--- src/core/cpuso_defs.svh ---
// Constants for the special and transfer instruction core
`ifndef CPUSO_DEFS_SVH
`define CPUSO_DEFS_SVH
`define CPUSO_OP_NOP 8'h00
`define CPUSO_OP_UNSIGNED_MULTIPLY 8'h01
`define CPUSO_OP_UNSIGNED_DIVIDE 8'h11
`define CPUSO_OP_LD_IMM 8'h04
`define CPUSO_OP_LD_DIR 8'h05
`define CPUSO_OP_LD_IDX 8'h06
`define CPUSO_OP_LD_EP 8'h07
`define CPUSO_OP_LD_EXT 8'h60
`define CPUSO_OP_LD_AT_A 8'h92
`define CPUSO_OP_ST_DIR 8'h45
`define CPUSO_OP_ST_IDX 8'h46
`define CPUSO_OP_ST_EP 8'h47
`define CPUSO_OP_ST_EXT 8'h61
`define CPUSO_OP_MI_DIR 8'h85
`define CPUSO_OP_MI_IDX 8'h86
`define CPUSO_OP_MI_EP 8'h87
`define CPUSO_OP_JUMP_VIA_ACC 8'hE0
`define CPUSO_OP_PC_TO_A 8'hF0
`define CPUSO_OP_XCH_PC 8'hF4
`define CPUSO_HI5_LD_RI 5'h01
`define CPUSO_HI5_ST_RI 5'h09
`define CPUSO_HI5_MI_RI 5'h11
`define CPUSO_HI5_BIT_CLEAR_OP 5'h14
`define CPUSO_HI5_BIT_SET_OP 5'h15
`define CPUSO_HI5_VECTOR_CALL 5'h1D
`define CPUSO_VEC_BASE 16'hFFC0
`define CPUSO_RI_PAGE 8'h01
`define CPUSO_DIR_PAGE 8'h00
`define CPUSO_RESET_PC 16'h0000
`define CPUSO_RESET_SP 16'h0000
`endif

--- src/core/cpuso_pkg.sv ---
// Types for the special and transfer instruction core
package cpuso_pkg;
   typedef enum logic [8:0] {
      ST_FETCH = 9'h001,
      ST_OPND1 = 9'h002,
      ST_OPND2 = 9'h004,
      ST_MEMRD = 9'h008,
      ST_MEMWR = 9'h010,
      ST_PUSH = 9'h020,
      ST_VECHI = 9'h040,
      ST_VECLO = 9'h080,
      ST_MATH = 9'h100
   } cpuso_state_t;
endpackage

--- src/core/cpuso_core.sv ---
// Instruction sequencer for special, bit and byte transfer instructions
// Function
// - Inherent opcodes act with no operand fetch
// - Jump via accumulator loads counter from accumulator
// - Capture stores next opcode address in accumulator
// - Multiply low bytes into accumulator, flags kept
// - Divide temp by low byte, quotient and remainder
// - Divide overflow undefined, flags unchanged
// - Swap branches and keeps next address
// - Vector call pushes return, jumps through table
// - Vector call is one byte, returns next
// - Vector entries two bytes, high first, from FFC0
// - Bit ops read byte, change bit, write back
// - Bit ops take four cycles with READ_MODIFY_WRITE_FLAG read
// - Clear at A0, set at A8, bit by opcode
// - Bit address is direct byte, page zero
// - Ports return latch during READ_MODIFY_WRITE_FLAG read
// - Interrupt flag bit 0 reads one during READ_MODIFY_WRITE_FLAG
// - Accumulator byte stores change no flags
// - Byte loads set N,Z and copy low byte
// - Only low accumulator byte goes to temp
`timescale 1ns/100ps
`include "cpuso_defs.svh"
module cpuso_core #(
   parameter int MUL_CYCLES = 17,
   parameter int DIV_CYCLES = 19
) (
   // Clock and reset
   input wire logic clk_sys,
   input wire logic rstn,
   // Memory bus
   output logic [15:0] busAddr,
   output logic busRd,
   output logic busWr,
   output logic [7:0] busWdata,
   output logic readModifyWriteFlag,
   input wire logic [7:0] busRdata,
   // Register bank pointer and architectural state view
   input wire logic [4:0] regBankPtr,
   output logic [15:0] accOut,
   output logic [15:0] tempOut,
   output logic [15:0] pcOut,
   output logic [15:0] spOut,
   output logic flagN,
   output logic flagZ
);
   cpuso_pkg::cpuso_state_t state_q, state_d;
   logic [15:0] pc_q, acc_q, temp_q, sp_q, ix_q, ep_q;
   logic [7:0] op_q, opnd_q, vecHi_q;
   logic [15:0] busAddr_q;
   logic busRd_q, busWr_q, rmw_q;
   logic [7:0] busWdata_q;
   logic n_q, z_q;
   logic [4:0] cnt_q;
   logic secondOp_q;
   wire logic [15:0] pcNext = pc_q + 16'h0001;
   wire logic [4:0] opHi = op_q[7:3];
   wire logic [4:0] rdHi = busRdata[7:3];
   wire logic isLd = (op_q == `CPUSO_OP_LD_IMM) || (op_q == `CPUSO_OP_LD_DIR) ||
      (op_q == `CPUSO_OP_LD_IDX) || (op_q == `CPUSO_OP_LD_EP) || (op_q == `CPUSO_OP_LD_EXT) ||
      (op_q == `CPUSO_OP_LD_AT_A) || (opHi == `CPUSO_HI5_LD_RI);
   wire logic isSt = (op_q == `CPUSO_OP_ST_DIR) || (op_q == `CPUSO_OP_ST_IDX) ||
      (op_q == `CPUSO_OP_ST_EP) || (op_q == `CPUSO_OP_ST_EXT) || (opHi == `CPUSO_HI5_ST_RI);
   wire logic isMi = (op_q == `CPUSO_OP_MI_DIR) || (op_q == `CPUSO_OP_MI_IDX) ||
      (op_q == `CPUSO_OP_MI_EP) || (opHi == `CPUSO_HI5_MI_RI);
   wire logic isBit = (opHi == `CPUSO_HI5_BIT_CLEAR_OP) || (opHi == `CPUSO_HI5_BIT_SET_OP);
   // Zero-operand memory opcodes; any other unlisted opcode is a one-cycle no-op
   wire logic rdStore = (busRdata == `CPUSO_OP_ST_EP) || (rdHi == `CPUSO_HI5_ST_RI);
   wire logic rdLoad = (busRdata == `CPUSO_OP_LD_EP) || (busRdata == `CPUSO_OP_LD_AT_A) ||
      (rdHi == `CPUSO_HI5_LD_RI);
   wire logic [15:0] riAddr = {`CPUSO_RI_PAGE, regBankPtr, op_q[2:0]};
   wire logic [15:0] prod = {8'h00, acc_q[7:0]} * {8'h00, temp_q[7:0]};
   wire logic [15:0] divQ = (acc_q[7:0] == 8'h00) ? 16'hFFFF : temp_q / {8'h00, acc_q[7:0]};
   wire logic [15:0] divR = (acc_q[7:0] == 8'h00) ? temp_q : temp_q % {8'h00, acc_q[7:0]};
   wire logic [7:0] bitMask = 8'h01 << op_q[2:0];
   wire logic [7:0] bitNew = (opHi == `CPUSO_HI5_BIT_SET_OP) ? (busRdata | bitMask) :
      (busRdata & ~bitMask);
   // Data address of a load or store whose operand bytes are in hand
   function automatic logic [15:0] dataAddr(input logic [7:0] op, input logic [7:0] o1,
                                            input logic [7:0] o2, input logic [15:0] ri);
      logic [15:0] a;
      a = ri;
      if (op[2:0] == 3'h5) a = {`CPUSO_DIR_PAGE, o1};
      else if (op[2:0] == 3'h6) a = ix_q + {{8{o1[7]}}, o1};
      else if (op[2:0] == 3'h7) a = ep_q;
      else if (op == `CPUSO_OP_LD_EXT || op == `CPUSO_OP_ST_EXT) a = {o1, o2};
      else if (op == `CPUSO_OP_LD_AT_A) a = acc_q;
      return a;
   endfunction
   // Operand bytes needed after the opcode
   function automatic logic [1:0] opndCount(input logic [7:0] op);
      logic [1:0] n;
      n = 2'd0;
      if (op == `CPUSO_OP_LD_EXT || op == `CPUSO_OP_ST_EXT) n = 2'd2;
      else if (op == `CPUSO_OP_MI_DIR || op == `CPUSO_OP_MI_IDX) n = 2'd2;
      else if (op == `CPUSO_OP_MI_EP || op[7:3] == `CPUSO_HI5_MI_RI) n = 2'd1;
      else if (op == `CPUSO_OP_LD_IMM || op == `CPUSO_OP_LD_DIR || op == `CPUSO_OP_LD_IDX) n = 2'd1;
      else if (op == `CPUSO_OP_ST_DIR || op == `CPUSO_OP_ST_IDX) n = 2'd1;
      else if (op[7:3] == `CPUSO_HI5_BIT_CLEAR_OP || op[7:3] == `CPUSO_HI5_BIT_SET_OP) n = 2'd1;
      return n;
   endfunction
   always_ff @(posedge clk_sys) begin
      if (!rstn) begin
         state_q <= cpuso_pkg::ST_FETCH;
         pc_q <= `CPUSO_RESET_PC;
         sp_q <= `CPUSO_RESET_SP;
         acc_q <= 16'h0000;
         temp_q <= 16'h0000;
         ix_q <= 16'h0000;
         ep_q <= 16'h0000;
         op_q <= 8'h00;
         opnd_q <= 8'h00;
         vecHi_q <= 8'h00;
         busAddr_q <= `CPUSO_RESET_PC;
         busRd_q <= 1'b1;
         busWr_q <= 1'b0;
         busWdata_q <= 8'h00;
         rmw_q <= 1'b0;
         n_q <= 1'b0;
         z_q <= 1'b0;
         cnt_q <= 5'h00;
         secondOp_q <= 1'b0;
      end else begin
         state_q <= state_d;
         busRd_q <= 1'b1;
         busWr_q <= 1'b0;
         rmw_q <= 1'b0;
         unique case (state_q)
            cpuso_pkg::ST_FETCH: begin
               op_q <= busRdata;
               secondOp_q <= 1'b0;
               pc_q <= pcNext;
               busAddr_q <= pcNext;
               if (busRdata == `CPUSO_OP_JUMP_VIA_ACC) begin
                  pc_q <= acc_q;
                  busAddr_q <= acc_q;
               end else if (busRdata == `CPUSO_OP_PC_TO_A) begin
                  acc_q <= pcNext;
               end else if (busRdata == `CPUSO_OP_XCH_PC) begin
                  acc_q <= pcNext;
                  pc_q <= acc_q;
                  busAddr_q <= acc_q;
               end else if (busRdata == `CPUSO_OP_UNSIGNED_MULTIPLY || busRdata == `CPUSO_OP_UNSIGNED_DIVIDE) begin
                  cnt_q <= (busRdata == `CPUSO_OP_UNSIGNED_MULTIPLY) ? MUL_CYCLES[4:0] : DIV_CYCLES[4:0];
               end else if (rdHi == `CPUSO_HI5_VECTOR_CALL) begin
                  busAddr_q <= sp_q - 16'h0001;
                  busWdata_q <= pcNext[7:0];
                  busRd_q <= 1'b0;
                  busWr_q <= 1'b1;
                  sp_q <= sp_q - 16'h0001;
               end else if (rdStore || rdLoad) begin
                  busAddr_q <= dataAddr(busRdata, 8'h00, 8'h00,
                     {`CPUSO_RI_PAGE, regBankPtr, busRdata[2:0]});
                  busWdata_q <= acc_q[7:0];
                  busRd_q <= ~rdStore;
                  busWr_q <= rdStore;
               end
            end
            cpuso_pkg::ST_OPND1, cpuso_pkg::ST_OPND2: begin
               opnd_q <= busRdata;
               pc_q <= pcNext;
               busAddr_q <= pcNext;
               secondOp_q <= 1'b1;
               if (state_q == cpuso_pkg::ST_OPND1 && isBit) begin
                  busAddr_q <= {`CPUSO_DIR_PAGE, busRdata};
                  rmw_q <= 1'b1;
               end else if (state_q == cpuso_pkg::ST_OPND1 && op_q == `CPUSO_OP_LD_IMM) begin
                  temp_q[7:0] <= acc_q[7:0];
                  acc_q[7:0] <= busRdata;
                  n_q <= busRdata[7];
                  z_q <= (busRdata == 8'h00);
               end else if (state_q == cpuso_pkg::ST_OPND1 && isMi && opndCount(op_q) == 2'd2) begin
                  busAddr_q <= pcNext;
               end else if (isMi) begin
                  busAddr_q <= dataAddr({5'h00, op_q[2:0]}, opnd_q, 8'h00, riAddr);
                  if (op_q[2:0] == 3'h5 || op_q[2:0] == 3'h6)
                     busAddr_q <= dataAddr(op_q, opnd_q, 8'h00, riAddr);
                  busWdata_q <= busRdata;
                  busRd_q <= 1'b0;
                  busWr_q <= 1'b1;
               end else if (state_q == cpuso_pkg::ST_OPND1 && opndCount(op_q) == 2'd2) begin
                  busAddr_q <= pcNext;
               end else begin
                  busAddr_q <= (state_q == cpuso_pkg::ST_OPND2) ?
                     dataAddr(op_q, opnd_q, busRdata, riAddr) :
                     dataAddr(op_q, busRdata, 8'h00, riAddr);
                  busWdata_q <= acc_q[7:0];
                  busRd_q <= ~isSt;
                  busWr_q <= isSt;
               end
            end
            cpuso_pkg::ST_MEMRD: begin
               busAddr_q <= pc_q;
               if (isBit) begin
                  busAddr_q <= busAddr_q;
                  busWdata_q <= bitNew;
                  busRd_q <= 1'b0;
                  busWr_q <= 1'b1;
               end else begin
                  temp_q[7:0] <= acc_q[7:0];
                  acc_q[7:0] <= busRdata;
                  n_q <= busRdata[7];
                  z_q <= (busRdata == 8'h00);
               end
            end
            cpuso_pkg::ST_MEMWR: begin
               busAddr_q <= pc_q;
            end
            cpuso_pkg::ST_PUSH: begin
               // First pass writes the high return byte, second pass starts the table read
               secondOp_q <= 1'b1;
               busAddr_q <= sp_q - 16'h0001;
               busWdata_q <= pc_q[15:8];
               busRd_q <= 1'b0;
               busWr_q <= 1'b1;
               sp_q <= sp_q - 16'h0001;
               if (secondOp_q) begin
                  busAddr_q <= `CPUSO_VEC_BASE + {12'h000, op_q[2:0], 1'b0};
                  busRd_q <= 1'b1;
                  busWr_q <= 1'b0;
                  sp_q <= sp_q;
               end
            end
            cpuso_pkg::ST_VECHI: begin
               vecHi_q <= busRdata;
               busAddr_q <= busAddr_q + 16'h0001;
            end
            cpuso_pkg::ST_VECLO: begin
               pc_q <= {vecHi_q, busRdata};
               busAddr_q <= {vecHi_q, busRdata};
            end
            cpuso_pkg::ST_MATH: begin
               busAddr_q <= pc_q;
               if (cnt_q != 5'h00) begin
                  cnt_q <= cnt_q - 5'h01;
               end else if (op_q == `CPUSO_OP_UNSIGNED_MULTIPLY) begin
                  acc_q <= prod;
               end else begin
                  acc_q <= {8'h00, divQ[7:0]};
                  temp_q <= {8'h00, divR[7:0]};
               end
            end
         endcase
      end
   end
   // Next state
   always_comb begin
      state_d = cpuso_pkg::ST_FETCH;
      unique case (state_q)
         cpuso_pkg::ST_FETCH: begin
            if (rdHi == `CPUSO_HI5_VECTOR_CALL)
               state_d = cpuso_pkg::ST_PUSH;
            else if (busRdata == `CPUSO_OP_UNSIGNED_MULTIPLY || busRdata == `CPUSO_OP_UNSIGNED_DIVIDE)
               state_d = cpuso_pkg::ST_MATH;
            else if (opndCount(busRdata) != 2'd0)
               state_d = cpuso_pkg::ST_OPND1;
            else if (busRdata == `CPUSO_OP_NOP || busRdata == `CPUSO_OP_JUMP_VIA_ACC ||
                     busRdata == `CPUSO_OP_PC_TO_A || busRdata == `CPUSO_OP_XCH_PC)
               state_d = cpuso_pkg::ST_FETCH;
            else if (rdStore)
               state_d = cpuso_pkg::ST_MEMWR;
            else if (rdLoad)
               state_d = cpuso_pkg::ST_MEMRD;
            else
               state_d = cpuso_pkg::ST_FETCH;
         end
         cpuso_pkg::ST_OPND1: begin
            if (isBit)
               state_d = cpuso_pkg::ST_MEMRD;
            else if (op_q == `CPUSO_OP_LD_IMM)
               state_d = cpuso_pkg::ST_FETCH;
            else if (opndCount(op_q) == 2'd2)
               state_d = cpuso_pkg::ST_OPND2;
            else if (isSt || isMi)
               state_d = cpuso_pkg::ST_MEMWR;
            else
               state_d = cpuso_pkg::ST_MEMRD;
         end
         cpuso_pkg::ST_OPND2: state_d = (isLd) ? cpuso_pkg::ST_MEMRD : cpuso_pkg::ST_MEMWR;
         cpuso_pkg::ST_MEMRD: state_d = isBit ? cpuso_pkg::ST_MEMWR : cpuso_pkg::ST_FETCH;
         cpuso_pkg::ST_MEMWR: state_d = cpuso_pkg::ST_FETCH;
         cpuso_pkg::ST_PUSH: state_d = secondOp_q ? cpuso_pkg::ST_VECHI : cpuso_pkg::ST_PUSH;
         cpuso_pkg::ST_VECHI: state_d = cpuso_pkg::ST_VECLO;
         cpuso_pkg::ST_VECLO: state_d = cpuso_pkg::ST_FETCH;
         cpuso_pkg::ST_MATH: state_d = (cnt_q == 5'h00) ? cpuso_pkg::ST_FETCH :
            cpuso_pkg::ST_MATH;
      endcase
   end
   assign busAddr = busAddr_q;
   assign busRd = busRd_q;
   assign busWr = busWr_q;
   assign busWdata = busWdata_q;
   assign readModifyWriteFlag = rmw_q;
   assign accOut = acc_q;
   assign tempOut = temp_q;
   assign pcOut = pc_q;
   assign spOut = sp_q;
   assign flagN = n_q;
   assign flagZ = z_q;
endmodule // cpuso_core

--- config.mk ---
export PLATFORM = sky130hd
export DESIGN_NAME = cpuso_core
export DESIGN_NICKNAME = d
export VERILOG_FILES = /design/src/core/cpuso_pkg.sv /design/src/core/cpuso_core.sv
export VERILOG_INCLUDE_DIRS = /design/src /design/src/core
export SDC_FILE = /design/constraint.sdc
export NUM_CORES = 1
export LEC_CHECK = 0
export BUFFER_PORTS_ARGS = -buffer_cell sky130_fd_sc_hd__buf_2
export CORE_ASPECT_RATIO = 0.5
export CORE_MARGIN = 3
export CORE_UTILIZATION = 40
export CTS_CLUSTER_DIAMETER = 80
export DETAILED_ROUTE_END_ITERATION = 8
export PLACE_DENSITY = 0.61
export SYNTH_ARGS = -nofsm -noshare
export SYNTH_HDL_FRONTEND = slang
export SYNTH_SLANG_ARGS = --single-unit
--- constraint.sdc ---
create_clock -name clk_sys -period 40.4 [get_ports clk_sys]
set_input_delay 4.04 -clock clk_sys [delete_from_list [all_inputs] [get_ports clk_sys]]
set_output_delay 4.04 -clock clk_sys [all_outputs]
set_load 0.02 [all_outputs]
* After elaboration in Yosys (flattened, before gate mapping)
Index checks and enable logic that the tools add are counted. Widths: inputs -> output; s select.
Word-level totals: register bits after elaboration 124, word-level logic and storage cells 349, bits of input ports 15
Cells by class: $mul 1, equal/unequal tests 81, mux-type cells 173, add/sub/neg operators 5, bitwise logic cells 5, shifts and indexed selects 1, reduce and logical (&&, ||, !) cells 63, divide/modulo/power cells 2
Operators with widths (count):
- $mux 16 | 49
- $mux 8 | 23
- $pmux 16 s7 | 1
- $eq 8x8->1 const B | 11
- $eq 8x7->1 const B | 10
- $pmux 9 s8 | 1
- $mux 5 | 14
- $eq 8x3->1 const B | 8
- $pmux 8 s4 | 2
- $mux 2 | 25
- $pmux 16 s3 | 1
- $mux 1 | 42
- $mux 9 | 4
- $eq 5x5->1 const B | 7
- $ne 2x2->1 const B | 17
- $logic_or 1x1->1 | 33
- $add 16x1->16 const B | 2
- $pmux 16 s2 | 1
- $pmux 8 s3 | 1
- $reduce_and 7->1 | 3
- $eq 3x3->1 const B | 6
- $div 8x8->16 | 1
- $eq 8x1->1 const B | 2
- $logic_not 8->1 | 2
- other kinds (42) | 65

* Longest topological paths before layout
depth in word-level cells 27, depth in mapped cells 149

* Worst setup path after synthesis
No wires, ideal clock.
kind reg-to-reg, start point register acc_q[0], in the netlist accOut[0], end point register temp_q[1], in the netlist tempOut[1], required time 40.263 ns, data arrival time 28.122 ns, buffers on the path 8, path slack 12.142 ns, cell stages (with the launch flop) 138, library setup time 0.137 ns, cell sequence dfxtp_1 clkbuf_1 inv_1 ha_1 o21ai_0 nor2b_1 nor4_1 ha_1 nor3_1 nor3_1 a21oi_1 nor2_1 ha_1 or3_1 o22ai_1 mux2_2 ha_1 or3_1 [... 102 more ...] nor3_1 o211ai_2 mux2i_1 fa_1 a21o_1 a21oi_1 o21bai_1 a21oi_1 o21ai_0 a21o_1 a21oi_1 a21boi_0 o311a_1 o2111ai_1 o22ai_1 buf_6 mux2i_1 o221ai_1
On the way: cells in the longest elaborated chain, start to end 5, elaborated cells between the ends (all ways) 8
Ends and longest elaborated chain:
- start: declaration | line cpuso_core.sv:48 | logic [15:0] pc_q, acc_q, temp_q, sp_q, ix_q, ep_q;
- start signal: assignment | line cpuso_core.sv:138 | acc_q <= pcNext;
- start signal: assignment | line cpuso_core.sv:140 | acc_q <= pcNext;
- start signal: assignment | line cpuso_core.sv:169 | acc_q[7:0] <= busRdata;
- $mod 8x8->16 | line cpuso_core.sv:74 | wire logic [15:0] divR = (acc_q[7:0] == 8'h00) ? temp_q : temp_q % {8'h00, acc_q[7:0]};
- $mux 8 | line cpuso_core.sv:74
- $mux 8 | line cpuso_core.sv:236 | end else if (op_q == `CPUSO_OP_UNSIGNED_MULTIPLY) begin
- $mux 8 | line cpuso_core.sv:234 | if (cnt_q != 5'h00) begin
- $pmux 8 s3 | line cpuso_core.sv:128 | unique case (state_q)
- end signal: assignment | line cpuso_core.sv:168 | temp_q[7:0] <= acc_q[7:0];
- end signal: assignment | line cpuso_core.sv:200 | temp_q[7:0] <= acc_q[7:0];
- end signal: assignment | line cpuso_core.sv:240 | temp_q <= {8'h00, divR[7:0]};
- end: declaration | line cpuso_core.sv:48
Parallel ways exist; a longest one is shown, timed or not. The select of a mux whose other input is x is not followed. A chain may end at the register's enable or synchronous reset.

==> impl_metrics.yaml <==
clock_tree:
  cts_resized: 0
  cts_root_buf: "clkbuf_16"
  hold_buffers: 0
  htreeDepth: 4
  cts.sinks: 124
  path_clk_slew_ns: 0.06
  post_cts_buffers: 0
  cts.path.max_buffers: 2
  cts_tree: "done"
  clk_latency_ns: 0.44
  cts-buffers-inserted: 17
timing:
  setup_viol: 0
  final-hold-violation-count: 0
  max_slew_margin_pct: 13.5
  clock.fmax_mhz: 31.0
  rsz0062_at_grt: "no"
  drv_slew: 0
  final.setup_skew_ns: 0.0125
  period_share_pct: 79.7
  fin_ws_ns: 8.18
  period_minus_slack_ns: 32.22
  setup_tns_ns: 0
  tightestPinTransition_ns: 1.28
placement:
  port_buffers: 99
  dp_slack_ns: 8.77
  dpl.hpwl_um: 47000
  placed_area_um2: 17600
  routabilityCongestion: 1.00
cells_and_area:
  design_area_um2: 18200
  finalNetCount: 2534
  finish.utilization_pct: 44.7
  antenna_cells: 0
  area_delta_synth_final_pct: 9.18
  fillers: 4165
  final_cell_mix: "nand2_1 (276), nor2_1 (231), a21oi_1 (183)"
  final_common_cell: "nand2_1"
  drive_gt1_share_pct: 10.5
job:
  cap_violations: 0
floorplan:
  die_area_um2: 44400
  die_h_um: 150
  core_um2: 40800
  ios: 108
  num_rows: 52
  chipWidth_um: 295
  initial_core_util_pct: 40.9
routing:
  routed_wirelength_um: 64700
  viasPerCell: 6.36
  drc_errors: 0
  drt_iter0_drc: 2180
  via_count: 18400
  wl_per_cell_um: 22.4
  ant_nets: 0
  dr.pass1.iters: 8
grt:
  overflow: 0
  grt_max_degree: 64
  first_global_vias: 16800
  grt_antenna_before_repair: 0
  grt_pass1_wl_um: 98200
  grt_usage_pct: 28.2
critical_path:
  cp_max_fo: 18
  critPathSlowestCell: "o22ai_1"
  worst-r2r-cell-count: 129
  end_kind: "flip-flop"
  critPathLaunchType: "flip-flop"
  crit_top_cell: "o21a_1"
  worstPathArrival_ns: 32.56
  rrSetupSlack_ns: 8.18
  cpPeakStageDelay_ns: 0.96
  critPathKind: "reg2reg"
  required_ns: 40.75
  r2r_start: "accOut[5]$_SDFFE_PN0P_"
yosys:
  ys_warn_count: 0
  synth_flop_cell: "dfxtp_1"
  synth_edf_count: 0
  synth_cell_types: 101
  ys_async_sr_fraction_pct: 0
  ys_ff_latch: 124
  ys_seq_area_share_pct: 14.9
  avgSynthCellArea_um2: 7.23
  syn_inst: 2308
  synth_area_um2: 16700
worst_hold_path:
  holdPathEnd: "vecHi_q[4]$_SDFFE_PN0P_"
  hp-class: "reg2reg"
  min_from: "vecHi_q[4]$_SDFFE_PN0P_"
  min_path_cells: 2
outcome:
  run_status: "complete, no violations"
[through the flow]
| step | hold WS (ns) | cells |
|---|---|---|
| floorplan | 0.441 | 2323 |
| global placement | 0.452 | 2859 |
| detailed placement | 0.458 | 2859 |
| CTS | 0.467 | 2891 |
| global route | 0.497 | 2891 |
| finish | 0.467 | 2891 |
[sequential cells by signal, indices dropped and copies added (netlist names), 8 cells and up, named ones only]
| name | count |
|---|---|
| accOut | 16 |
| busAddr | 16 |
| busWdata | 8 |
| op_q | 8 |
| opnd_q | 8 |
| pcOut | 16 |
| spOut | 16 |
| state_q | 9 |
| vecHi_q | 8 |
[worst max path at each step]
| stage | endpoint | start | slack [ns] | cells after the start |
|---|---|---|---|---|
| 2_1_floorplan | tempOut[1]$_SDFFE_PN0P_ | accOut[0]$_SDFFE_PN0P_ | 12.14 | 137 |
| 3_3_place_gp | flip-flop | accOut[5]$_SDFFE_PN0P_ | 9.65 | 130 |
| 3_5_place_dp | flip-flop | accOut[5]$_SDFFE_PN0P_ | 8.77 | 129 |
| 4_1_cts | flip-flop | accOut[5]$_SDFFE_PN0P_ | 8.69 | 129 |
| 5_1_grt | flip-flop | accOut[5]$_SDFFE_PN0P_ | 5.62 | 127 |
| 6_report | flip-flop | accOut[5]$_SDFFE_PN0P_ | 8.18 | 129 |
[critical path, delay by kind of cell (launching register included)]
family	cells	cell delay (ns)
buffers and inverters	3	0.26
flip-flops	1	0.67
multiplexers	5	1.74
AND/OR/NAND/NOR	32	7.06
AO/OA/AOI/OAI	75	17.94
adder cells (fa/ha/maj)	14	4.34
[cell usage after synthesis, types with 11 or more instances]
library cell	count	area share [%]
o211a_1	23	1.4
o22ai_1	29	1.1
or2_2	12	0.45
o21ai_0	141	4.2
mux2_2	23	1.6
a211oi_1	33	1.5
and3_1	28	1.0
ha_1	144	11
o31ai_1	11	0.49
or3_1	32	1.2
fa_1	37	4.4
o211ai_1	25	1.1
o21a_1	52	2.3
nor2_1	232	5.2
nand3_1	46	1.4
a22oi_1	19	0.85
a21boi_0	39	1.8
inv_1	95	2.1
mux2i_1	32	1.9
and2_1	29	1.1
xnor2_1	60	3.1
dfxtp_1	124	15
a31oi_1	15	0.56
nor2b_1	12	0.45
nor3_1	86	2.6
o221ai_1	42	2.2
a21oi_1	183	5.5
nand2_1	276	6.2
nand2b_1	18	0.67
clkbuf_1	117	2.6
xor2_1	45	2.4
nand4_1	15	0.56
a21o_1	26	1.2
a221oi_1	12	0.63
[cell families (layout without fill, tap and decap cells)]
logic type                 Yosys count  after routing  synth area share, %
adders and majority gates          181            181                 15.2
DFF                                124            124                 14.9
AOI/OAI and AO/OA                  757            757                 31.0
buffers and inverters              236            264                 5.68
and+or+nand+nor                    843            843                 23.7
other                                1             16               0.0225
muxes                               61             61                 4.01
xor gates and xnor gates           105            105                 5.51
[metal layers]
layer  wire (um)  track usage [%]  vias to the layer above
met5           0                0                        -
met3        6430             6.18                      161
met2       28100             45.3                      953
li1            -                -                     8525
met1       27800             37.3                     8747
met4        2380             9.74                        0
[area by class of cell]
class                           count  area (um^2)  area share [%]
Tap cell                          540          676            3.71
Sequential cell                   124         2480            13.6
Timing Repair Buffer              135          766            4.20
Clock buffer                       20          447            2.45
Inverter                           97          364            2.00
Clock inverter                     12          138           0.755
Multi-Input combinational cell   1963        13400            73.3
Power is left out: the tool's default activity adds up to more than one toggle a clock period on the data nets, which glitch-free logic cannot reach.
